--- config.mk ---
export PLATFORM = sky130hd
export DESIGN_NAME = rfsl_top
export DESIGN_NICKNAME = d
export VERILOG_FILES = /design/src/rfsl_pkg.sv /design/src/rfsl_walk_if.sv /design/src/rfsl_sync.sv /design/src/rfsl_flag_walker.sv /design/src/rfsl_top.sv
export SDC_FILE = /design/constraint.sdc
export NUM_CORES = 1
export LEC_CHECK = 0
export BUFFER_PORTS_ARGS = -buffer_cell sky130_fd_sc_hd__buf_2
export CELL_PAD_IN_SITES_DETAIL_PLACEMENT = 0
export CELL_PAD_IN_SITES_GLOBAL_PLACEMENT = 1
export CORE_MARGIN = 10
export CORE_UTILIZATION = 48
export CTS_BUF_LIST = sky130_fd_sc_hd__clkbuf_8
export CTS_CLUSTER_SIZE = 25
export DETAILED_ROUTE_END_ITERATION = 10
export PLACE_DENSITY_LB_ADDON = 0.1
export SYNTH_ARGS = -nofsm -noshare
export SYNTH_HDL_FRONTEND = slang
export SYNTH_HIERARCHICAL = 1
export SYNTH_SLANG_ARGS = --single-unit
export TNS_END_PERCENT = 100
--- constraint.sdc ---
create_clock -name i_sys_clk -period 8.32 [get_ports i_sys_clk]
set_input_delay 0.416 -clock i_sys_clk [delete_from_list [all_inputs] [get_ports i_sys_clk]]
set_output_delay 0.416 -clock i_sys_clk [all_outputs]
set_load 0.02 [all_outputs]
--- src/rfsl_pkg.sv ---
package rfsl_pkg;

   localparam int NFLAG = 36;
   localparam int AW    = 5;

   // Register byte offsets
   localparam logic [AW-1:0] CMD_OFS     = 5'h00;
   localparam logic [AW-1:0] CTRL_OFS    = 5'h04;
   localparam logic [AW-1:0] CHAN_OFS    = 5'h08;
   localparam logic [AW-1:0] FLAG_LO_OFS = 5'h0c;
   localparam logic [AW-1:0] FLAG_HI_OFS = 5'h10;
   localparam logic [AW-1:0] REPLY_OFS   = 5'h14;
   localparam logic [AW-1:0] SNAP_LO_OFS = 5'h18;
   localparam logic [AW-1:0] SNAP_HI_OFS = 5'h1c;

   // Command word fields
   localparam int CMD_OP_LSB  = 0;
   localparam int CMD_CH_LSB  = 8;
   localparam int CMD_ARG_BIT = 16;

   // Reply word fields
   localparam int RPL_IDX_LSB  = 0;
   localparam int RPL_CH_LSB   = 16;
   localparam int RPL_KIND_LSB = 24;

   // Status bits in the control register read-back
   localparam int CTRL_AGC_BIT   = 0;
   localparam int STAT_RF_BIT    = 8;
   localparam int STAT_BLOCK_BIT = 9;
   localparam int STAT_LED_BIT   = 10;
   localparam int STAT_THR_BIT   = 11;

   localparam logic [7:0] CHAN_RESET = 8'h01;

   // Flag classes
   localparam logic [NFLAG-1:0] BLOCK_MASK = 36'h9_a7f3_c2d5;
   localparam logic [NFLAG-1:0] THR_MASK   = 36'h0_0000_000a;
   localparam logic [NFLAG-1:0] NBOFF_MASK = 36'h0_0000_0400;
   localparam logic [NFLAG-1:0] COMM_MASK  = 36'h0_0000_3000;
   localparam logic [NFLAG-1:0] LED_MASK   = 36'hf_f018_801e;
   localparam int UNSPEC_BIT = 0;
   localparam int I2C_BIT    = 12;
   localparam int SPI_BIT    = 13;

   typedef enum logic [1:0] {
      OP_STATUS,
      OP_CLEAR,
      OP_CHANID,
      OP_RF_SET
   } rfsl_op_type;

   typedef enum logic [3:0] {
      RPL_NONE,
      RPL_MASK,
      RPL_MSG,
      RPL_OK,
      RPL_CHAN
   } rfsl_rpl_type;

endpackage

--- src/rfsl_walk_if.sv ---
`timescale 1ns/1ps
interface rfsl_walk_if;
   import rfsl_pkg::*;
   logic [NFLAG-1:0] vec;
   logic [5:0]       start;
   logic             found;
   logic [5:0]       idx;
   modport user   (output vec, output start, input found, input idx);
   modport walker (input vec, input start, output found, output idx);
endinterface

--- src/rfsl_sync.sv ---
`timescale 1ns/1ps
module rfsl_sync #(
   parameter int W = 1
) (
   input  wire logic         i_clk,
   input  wire logic         i_rst_n,
   input  wire logic [W-1:0] i_async,
   output logic      [W-1:0] o_sync
);
   logic [W-1:0] meta_q;
   logic [W-1:0] sync_q;

   always_ff @(posedge i_clk or negedge i_rst_n) begin
      if (!i_rst_n) begin
         meta_q <= '0;
         sync_q <= '0;
      end else begin
         meta_q <= i_async;
         sync_q <= meta_q;
      end
   end

   assign o_sync = sync_q;
endmodule

--- src/rfsl_flag_walker.sv ---
`timescale 1ns/1ps
module rfsl_flag_walker (
   rfsl_walk_if.walker w
);
   import rfsl_pkg::*;

   // Lowest set bit at or above start
   always_comb begin
      w.found = 1'b0;
      w.idx   = 6'h00;
      for (int i = NFLAG - 1; i >= 0; i--) begin
         if (6'(i) >= w.start && w.vec[i]) begin
            w.found = 1'b1;
            w.idx   = 6'(i);
         end
      end
   end
endmodule

--- src/rfsl_top.sv ---
`timescale 1ns/1ps
// Function
// - Flags stay latched until the clear command, even after the cause ends.
// - Shutdown flag forces RF enable to 0 and refuses enable until cleared.
// - Clear never turns RF on; it only lifts the enable block.
// - Bit 0 switches RF off and pulses a controller reset.
// - Bits 1 and 3 throttle power when autogain is on, never RF off.
// - Listed shutdown-class bits force RF off and block re-enable.
// - Warning-only bits are latched and reported, RF untouched.
// - Bit 10 forces RF off without blocking re-enable.
// - Bits 12 and 13 turn RF off only for critical measurements.
// - RF-off reactions block until clear unless marked non-blocking.
// - All-zero status word means no error or warning.
// - Bitmask reply carries channel, reserved zero, then the error word.
// - Reported word is the OR of all latched flags.
// - Mode 0 gives bitmask reply; mode 1 one line per flag then OK.
// - Red fault indicator lit while a safe-operating-area error is latched.
// - Channel-id query takes no channel and returns channel, default 1.
// - A cause still present at clear sets its flag again at once.
// - Commands for another channel are ignored without reply.
module rfsl_top
   import rfsl_pkg::*;
(
   input  wire logic             i_sys_clk,
   input  wire logic             i_resetn,
   input  wire logic [AW-1:0]    i_addr,
   input  wire logic [31:0]      i_wdata,
   input  wire logic             i_wr,
   input  wire logic             i_rd,
   input  wire logic [NFLAG-1:0] i_fault_evt,
   input  wire logic [1:0]       i_crit_meas,
   output logic      [31:0]      o_rdata,
   output logic                  o_rf_enable,
   output logic                  o_throttle,
   output logic                  o_ctrl_reset,
   output logic                  o_fault_led
);

   logic             rst_meta_q;
   logic             rst_n_q;
   logic [NFLAG+1:0] mon_sync;
   logic [NFLAG-1:0] evt;
   logic [1:0]       crit;

   logic [NFLAG-1:0] flags_q,  flags_d;
   logic [1:0]       crit_q,   crit_d;
   logic             rf_en_q,  rf_en_d;
   logic             agc_q,    agc_d;
   logic [7:0]       chan_q,   chan_d;
   logic             thr_q,    thr_d;
   logic             creset_q, creset_d;
   logic             led_q,    led_d;
   logic [31:0]      rdata_q,  rdata_d;
   rfsl_rpl_type     kind_q,   kind_d;
   logic [5:0]       idx_q,    idx_d;
   logic [NFLAG-1:0] snap_q,   snap_d;

   logic             cmd_wr;
   rfsl_op_type      cmd_op;
   logic [7:0]       cmd_ch;
   logic             cmd_arg;
   logic             ch_ok;
   logic             do_query;
   logic             do_clear;
   logic             do_rfset;
   logic             blocked;
   logic             off_evt;
   logic             reply_pop;

   rfsl_walk_if walk ();

   // Async assert, synchronous release
   always_ff @(posedge i_sys_clk or negedge i_resetn) begin
      if (!i_resetn) begin
         rst_meta_q <= 1'b0;
         rst_n_q    <= 1'b0;
      end else begin
         rst_meta_q <= 1'b1;
         rst_n_q    <= rst_meta_q;
      end
   end

   // Monitors are asynchronous to this clock
   rfsl_sync #(
      .W (NFLAG + 2)
   ) u_mon_sync (
      .i_clk   (i_sys_clk),
      .i_rst_n (rst_n_q),
      .i_async ({i_crit_meas, i_fault_evt}),
      .o_sync  (mon_sync)
   );

   assign evt  = mon_sync[NFLAG-1:0];
   assign crit = mon_sync[NFLAG+1:NFLAG];

   rfsl_flag_walker u_walker (
      .w (walk)
   );

   // Command decode
   assign cmd_wr  = i_wr && (i_addr == CMD_OFS);
   assign cmd_op  = rfsl_op_type'(i_wdata[CMD_OP_LSB +: 2]);
   assign cmd_ch  = i_wdata[CMD_CH_LSB +: 8];
   assign cmd_arg = i_wdata[CMD_ARG_BIT];
   assign ch_ok   = (cmd_ch == chan_q);
   assign do_query = cmd_wr && ch_ok && (cmd_op == OP_STATUS);
   assign do_clear = cmd_wr && ch_ok && (cmd_op == OP_CLEAR);
   assign do_rfset = cmd_wr && ch_ok && (cmd_op == OP_RF_SET);
   assign reply_pop = i_rd && (i_addr == REPLY_OFS);

   // Sticky flags
   always_comb begin
      // Set wins over clear so a lingering cause re-latches at once
      flags_d = (flags_q & ~{NFLAG{do_clear}}) | evt;
      crit_d  = (crit_q & ~{2{do_clear}})
              | (crit & evt[SPI_BIT:I2C_BIT]);
   end

   always_ff @(posedge i_sys_clk or negedge rst_n_q) begin
      if (!rst_n_q) begin
         flags_q <= '0;
         crit_q  <= '0;
      end else begin
         flags_q <= flags_d;
         crit_q  <= crit_d;
      end
   end

   // RF enable
   always_comb begin
      blocked = |(flags_q & BLOCK_MASK) || (|crit_q);
      // RF is dropped on the event itself, blocking or not
      off_evt = |(evt & (BLOCK_MASK | NBOFF_MASK))
             || |(crit & evt[SPI_BIT:I2C_BIT]);
      rf_en_d = rf_en_q;
      if (off_evt) begin
         rf_en_d = 1'b0;
      end else if (do_rfset) begin
         // Bit 10 is outside the block mask, so it never refuses
         // While blocked RF is already off, so a refusal keeps it off
         rf_en_d = cmd_arg && !blocked;
      end
   end

   always_ff @(posedge i_sys_clk or negedge rst_n_q) begin
      if (!rst_n_q) begin
         rf_en_q <= 1'b0;
      end else begin
         rf_en_q <= rf_en_d;
      end
   end

   // Throttle and LED follow the latched flags one cycle later; reset request rises with the latch
   always_comb begin
      // Reset request fires once per rising flag 0, not while it stays
      creset_d = evt[UNSPEC_BIT] && !flags_q[UNSPEC_BIT];
      thr_d    = agc_q && |(flags_q & THR_MASK);
      led_d    = |(flags_q & LED_MASK);
   end

   always_ff @(posedge i_sys_clk or negedge rst_n_q) begin
      if (!rst_n_q) begin
         thr_q    <= 1'b0;
         creset_q <= 1'b0;
         led_q    <= 1'b0;
      end else begin
         thr_q    <= thr_d;
         creset_q <= creset_d;
         led_q    <= led_d;
      end
   end

   // Host settings
   always_comb begin
      agc_d = agc_q;
      if (i_wr && (i_addr == CTRL_OFS)) begin
         agc_d = i_wdata[CTRL_AGC_BIT];
      end
      chan_d = chan_q;
      if (i_wr && (i_addr == CHAN_OFS)) begin
         chan_d = i_wdata[7:0];
      end
   end

   always_ff @(posedge i_sys_clk or negedge rst_n_q) begin
      if (!rst_n_q) begin
         agc_q  <= 1'b0;
         chan_q <= CHAN_RESET;
      end else begin
         agc_q  <= agc_d;
         chan_q <= chan_d;
      end
   end

   // Reply sequencer
   always_comb begin
      walk.vec   = do_query ? flags_q : snap_q;
      walk.start = do_query ? 6'h00 : 6'(idx_q + 6'h01);
      kind_d = kind_q;
      idx_d  = idx_q;
      snap_d = snap_q;
      if (cmd_wr && (cmd_op == OP_CHANID)) begin
         kind_d = RPL_CHAN;
      end else if (do_query) begin
         // Snapshot keeps a long list steady while new flags arrive
         snap_d = flags_q;
         if (!cmd_arg) begin
            kind_d = RPL_MASK;
            idx_d  = 6'h00;
         end else if (walk.found) begin
            kind_d = RPL_MSG;
            idx_d  = walk.idx;
         end else begin
            kind_d = RPL_OK;
            idx_d  = 6'h00;
         end
      end else if (do_clear) begin
         kind_d = RPL_OK;
         idx_d  = 6'h00;
      end else if (reply_pop) begin
         // Each read of the reply hands out the next line
         if (kind_q == RPL_MSG && walk.found) begin
            idx_d = walk.idx;
         end else if (kind_q == RPL_MSG) begin
            kind_d = RPL_OK;
            idx_d  = 6'h00;
         end else begin
            kind_d = RPL_NONE;
            idx_d  = 6'h00;
         end
      end
   end

   always_ff @(posedge i_sys_clk or negedge rst_n_q) begin
      if (!rst_n_q) begin
         kind_q <= RPL_NONE;
         idx_q  <= 6'h00;
         snap_q <= '0;
      end else begin
         kind_q <= kind_d;
         idx_q  <= idx_d;
         snap_q <= snap_d;
      end
   end

   // Register read port; data only in the cycle after the strobe
   always_comb begin
      rdata_d = 32'h0000_0000;
      if (i_rd) begin
         case (i_addr)
            CTRL_OFS: begin
               rdata_d[CTRL_AGC_BIT]   = agc_q;
               rdata_d[STAT_RF_BIT]    = rf_en_q;
               rdata_d[STAT_BLOCK_BIT] = blocked;
               rdata_d[STAT_LED_BIT]   = led_q;
               rdata_d[STAT_THR_BIT]   = thr_q;
            end
            CHAN_OFS: begin
               rdata_d[7:0] = chan_q;
            end
            FLAG_LO_OFS: begin
               rdata_d = flags_q[31:0];
            end
            FLAG_HI_OFS: begin
               rdata_d[NFLAG-33:0] = flags_q[NFLAG-1:32];
            end
            REPLY_OFS: begin
               // Reserved byte 15:8 stays zero
               rdata_d[RPL_KIND_LSB +: 4] = kind_q;
               rdata_d[RPL_CH_LSB +: 8]   = chan_q;
               rdata_d[RPL_IDX_LSB +: 6]  = idx_q;
            end
            SNAP_LO_OFS: begin
               rdata_d = snap_q[31:0];
            end
            SNAP_HI_OFS: begin
               rdata_d[NFLAG-33:0] = snap_q[NFLAG-1:32];
            end
            default: begin
               rdata_d = 32'h0000_0000;
            end
         endcase
      end
   end

   always_ff @(posedge i_sys_clk or negedge rst_n_q) begin
      if (!rst_n_q) begin
         rdata_q <= 32'h0000_0000;
      end else begin
         rdata_q <= rdata_d;
      end
   end

   assign o_rdata      = rdata_q;
   assign o_rf_enable  = rf_en_q;
   assign o_throttle   = thr_q;
   assign o_ctrl_reset = creset_q;
   assign o_fault_led  = led_q;

endmodule

==> summary.txt <==
Yosys
  • Main flop type after synthesis: dfrtp_1
  • Synth Instances: 766
  • Number of flops mapped to enable cells by yosys: 0
  • Sequential element share of the synthesized area: between 50 and 60%
  • Number of library cell types mapped by synthesis: 81
  • Async SR Flop Fraction: 100.0%
  • #FFs+latches synth: between 200 and 250
  • Post-synthesis area per instance: between 10 and 15 sq um
  • Post-synthesis cell area: slightly above 0.009 sq mm
  • Syn_nets: roughly 850
  • YS warnings: 6

Power
  • Pleak: around 0.0048 uW
  • VDD IR max: approximately 0.21 mV
  • Cell Pwr Density: 195.8 mW/mm^2

Floorplan
  • Row count: 50
  • Die Ht: roughly 160 um
  • I/O pins: around 120
  • Starting Density: 48.64%
  • Core area: 0.01871 sq mm
  • Die W: between 150 and 200 um
  • Die area: around 0.025 sq mm

Clock network
  • Clock root buffer: clkbuf_8
  • Worst-path clk slew: ~60 ps
  • Clock Latency Late Sink: approximately 540 ps
  • Num CTS Buffers: 36
  • Clk sinks: roughly 210
  • Clock Path Buffers: 3
  • Resize count post-CTS: 0
  • TritonCTS clock tree: done
  • Clock H-tree levels: 2

Routing
  • DR vias/cell: ~5.9
  • Antenna viol nets, final: 0
  • Via count: 6934
  • First-pass DRT Iterations: 5
  • Routed WL: between 20 and 30 mm
  • DRC viols: 0
  • Initial DRC Count: just under 500
  • WL per Instance: between 20 and 25 um

Worst setup path
  • CP Data Arrival Time: 4730 ps
  • Critical Path Start Type: flip-flop
  • Worst setup path category: reg -> reg
  • Critical path's largest stage delay: 740 ps
  • Worst reg2reg startpoint: chan_q[4]
  • Capturing point of the worst reg2reg path: idx_q[3]
  • Max FO, Critical Path: 73
  • Worst R2R Setup Slack: between 4000 and 5000 ps
  • Worst path bufs/invs: 2
  • CP most frequent cell: nand4_1
  • Worst setup EP type: flip-flop
  • Slowest cell on crit path: buf_4
  • R2R cell count: 14
  • WP data required: ~8800 ps
  • Cell family with most CP delay: compound AO/OA/AOI/OAI gates
  • Cell Chain, Critical Path: xnor2_1 > and4_1 > nand4_1 > buf_4 > mux2_1 > and2b_1 > a21oi_1 > o22ai_1 > a21boi_1 > nor2_1 > nand4_1 > inv_1 > o32ai_2 > a22o_1

Place
  • Placed cell count: 1069
  • Hpwl dp: between 15 and 20 mm
  • Port buffer count: 99
  • Final Wtd Congestion: roughly 0.91
  • DP Worst Slack: around 4000 ps

GRT
  • Total grt overflow: 0
  • First-pass GRT wire length: a little over 40 mm
  • Initial antenna violation count: 0
  • All-Layer GR Usage: approximately a fifth
  • Largest net degree at the start of global routing: between 70 and 80
  • Vias in the first global route: 7068

Hold path
  • Min-Delay Path Depth: 2
  • Worst Hold Class: in -> reg
  • Worst Min Path Start: i_wdata[6]
  • Worst hold endpoint: chan_q[6]

Timing
  • Minimum clock period: around 4300 ps
  • Worst Hold Margin: roughly 120 ps
  • Final hold vios: 0
  • RSZ-0062 raised after global routing: false
  • Setup_tns: 0 ps
  • Fin. max-slew vios: 0
  • Worst-margin pin slew: 921.6 ps
  • Fin Clk Skew: about 26 ps
  • Final WS setup: around 4100 ps
  • Period utilisation layout: 51.32%
  • # setup viols final: 0
  • Max Clk Rate: around 230 MHz
  • Max-slew headroom: approximately two fifths

Layout
  • Ratio of cells with drive above 1 in the final layout: 27.00%
  • Most common cell after layout, fill and taps aside: dfrtp_1
  • Non-Filler Instances: approximately 1200
  • Commonest non-fill, non-tap cells in the layout: dfrtp_1, buf_2, mux2_2
  • Fillers: between 1500 and 2000
  • Nets: between 900 and 1000
  • Diodes inserted: 0
  • End-of-flow core utilization: 58.43%
  • Area Overhead vs Synth: 20.13%

Job
  • Max-Cap Viols: 0

Outcome
  • Status: finished clean
==> sequential cells by signal, indices dropped and copies added (netlist names), 3 cells and up <==
register           flops
chan_q                 8
idx_q                  6
u_mon_sync/o_sync     38
u_mon_sync/meta_q     38
kind_q                 3
flags_q               36
o_rdata               32
snap_q                36
==> report_power, final <==
| group | switching, uW | internal [uW] |
|---|---|---|
| Combinational | 54.5 | 50.0 |
| Clock | 420 | 548 |
| Sequential | 34.0 | 1030 |
==> area by class of cell <==
| type | instances | area (sq um) | share of cell area [%] |
|---|---|---|---|
| well taps | 234 | 292.8 | 2.679 |
| inverters | 16 | 60.06 | 0.5495 |
| repair buffers | 150 | 975.9 | 8.930 |
| flip-flops and latches | 206 | 5160 | 47.21 |
| multi-input cells | 502 | 3680 | 33.67 |
| clock inverters | 19 | 155.1 | 1.420 |
| clock buffers | 44 | 605.6 | 5.541 |
==> per-stage QoR <==
stage | cell area, sq um | total power, uW
after floorplan | 9097 | 1126
after global placement | 9778 | 1173
after detailed placement | 9778 | 1177
after CTS | 10930 | 2167
after global routing | 10930 | 2224
final | 10930 | 2140
==> Yosys cell counts (16+ instances only) <==
master   count  area share [%]
a21o_1      40             3.3
a21oi_1     30             1.7
a22oi_1     18             1.5
buf_2       21             1.2
dfrtp_1    205              56
inv_1       16            0.66
mux2_2      68             8.4
nand2_1     30             1.2
nand3_1     16            0.88
nor2_1      59             2.4
o21ai_0     19             1.0
==> per-layer routing <==
layer  global-route usage [%]  wire [um]  vias up  part of all wire, %
met5                        0          0        -                    0
met4                    6.812        632        0                  2.4
met3                    4.315       1727       49                  6.7
met2                    33.31      12290      276                   48
met1                    28.50      11210     3440                   43
li1                         -          -     3169                    -
==> how the worst max path moves through the flow <==
stage	slack, ps	startpoint	cells after the start	endpoint
after global placement	4050	i_addr[2]	15	idx_q[5]
after CTS	4080	chan_q[4]	14	idx_q[3]
after floorplan	2160	rst_n_q	0	agc_q
after detailed placement	4000	i_addr[2]	15	idx_q[3]
final	4050	chan_q[4]	14	idx_q[3]
after global routing	3790	chan_q[5]	14	idx_q[5]
==> cell families after synthesis <==
family,share of synthesized area (%)
AO/OA/AOI/OAI,17.36
XOR/XNOR,1.348
adder cells (fa/ha/maj),0.1375
buffers and inverters,2.929
flip-flops,56.68
multiplexers,10.36
other,0.04122
AND/OR/NAND/NOR,11.15
==> repair_timing <==
item | 4_1_cts | 5_1_grt
hold endpoints to repair | 40 | 0
hold buffers | 39 | 0
setup buffers | 0 | 0
Note: power is estimated with default switching activity, not from simulation.
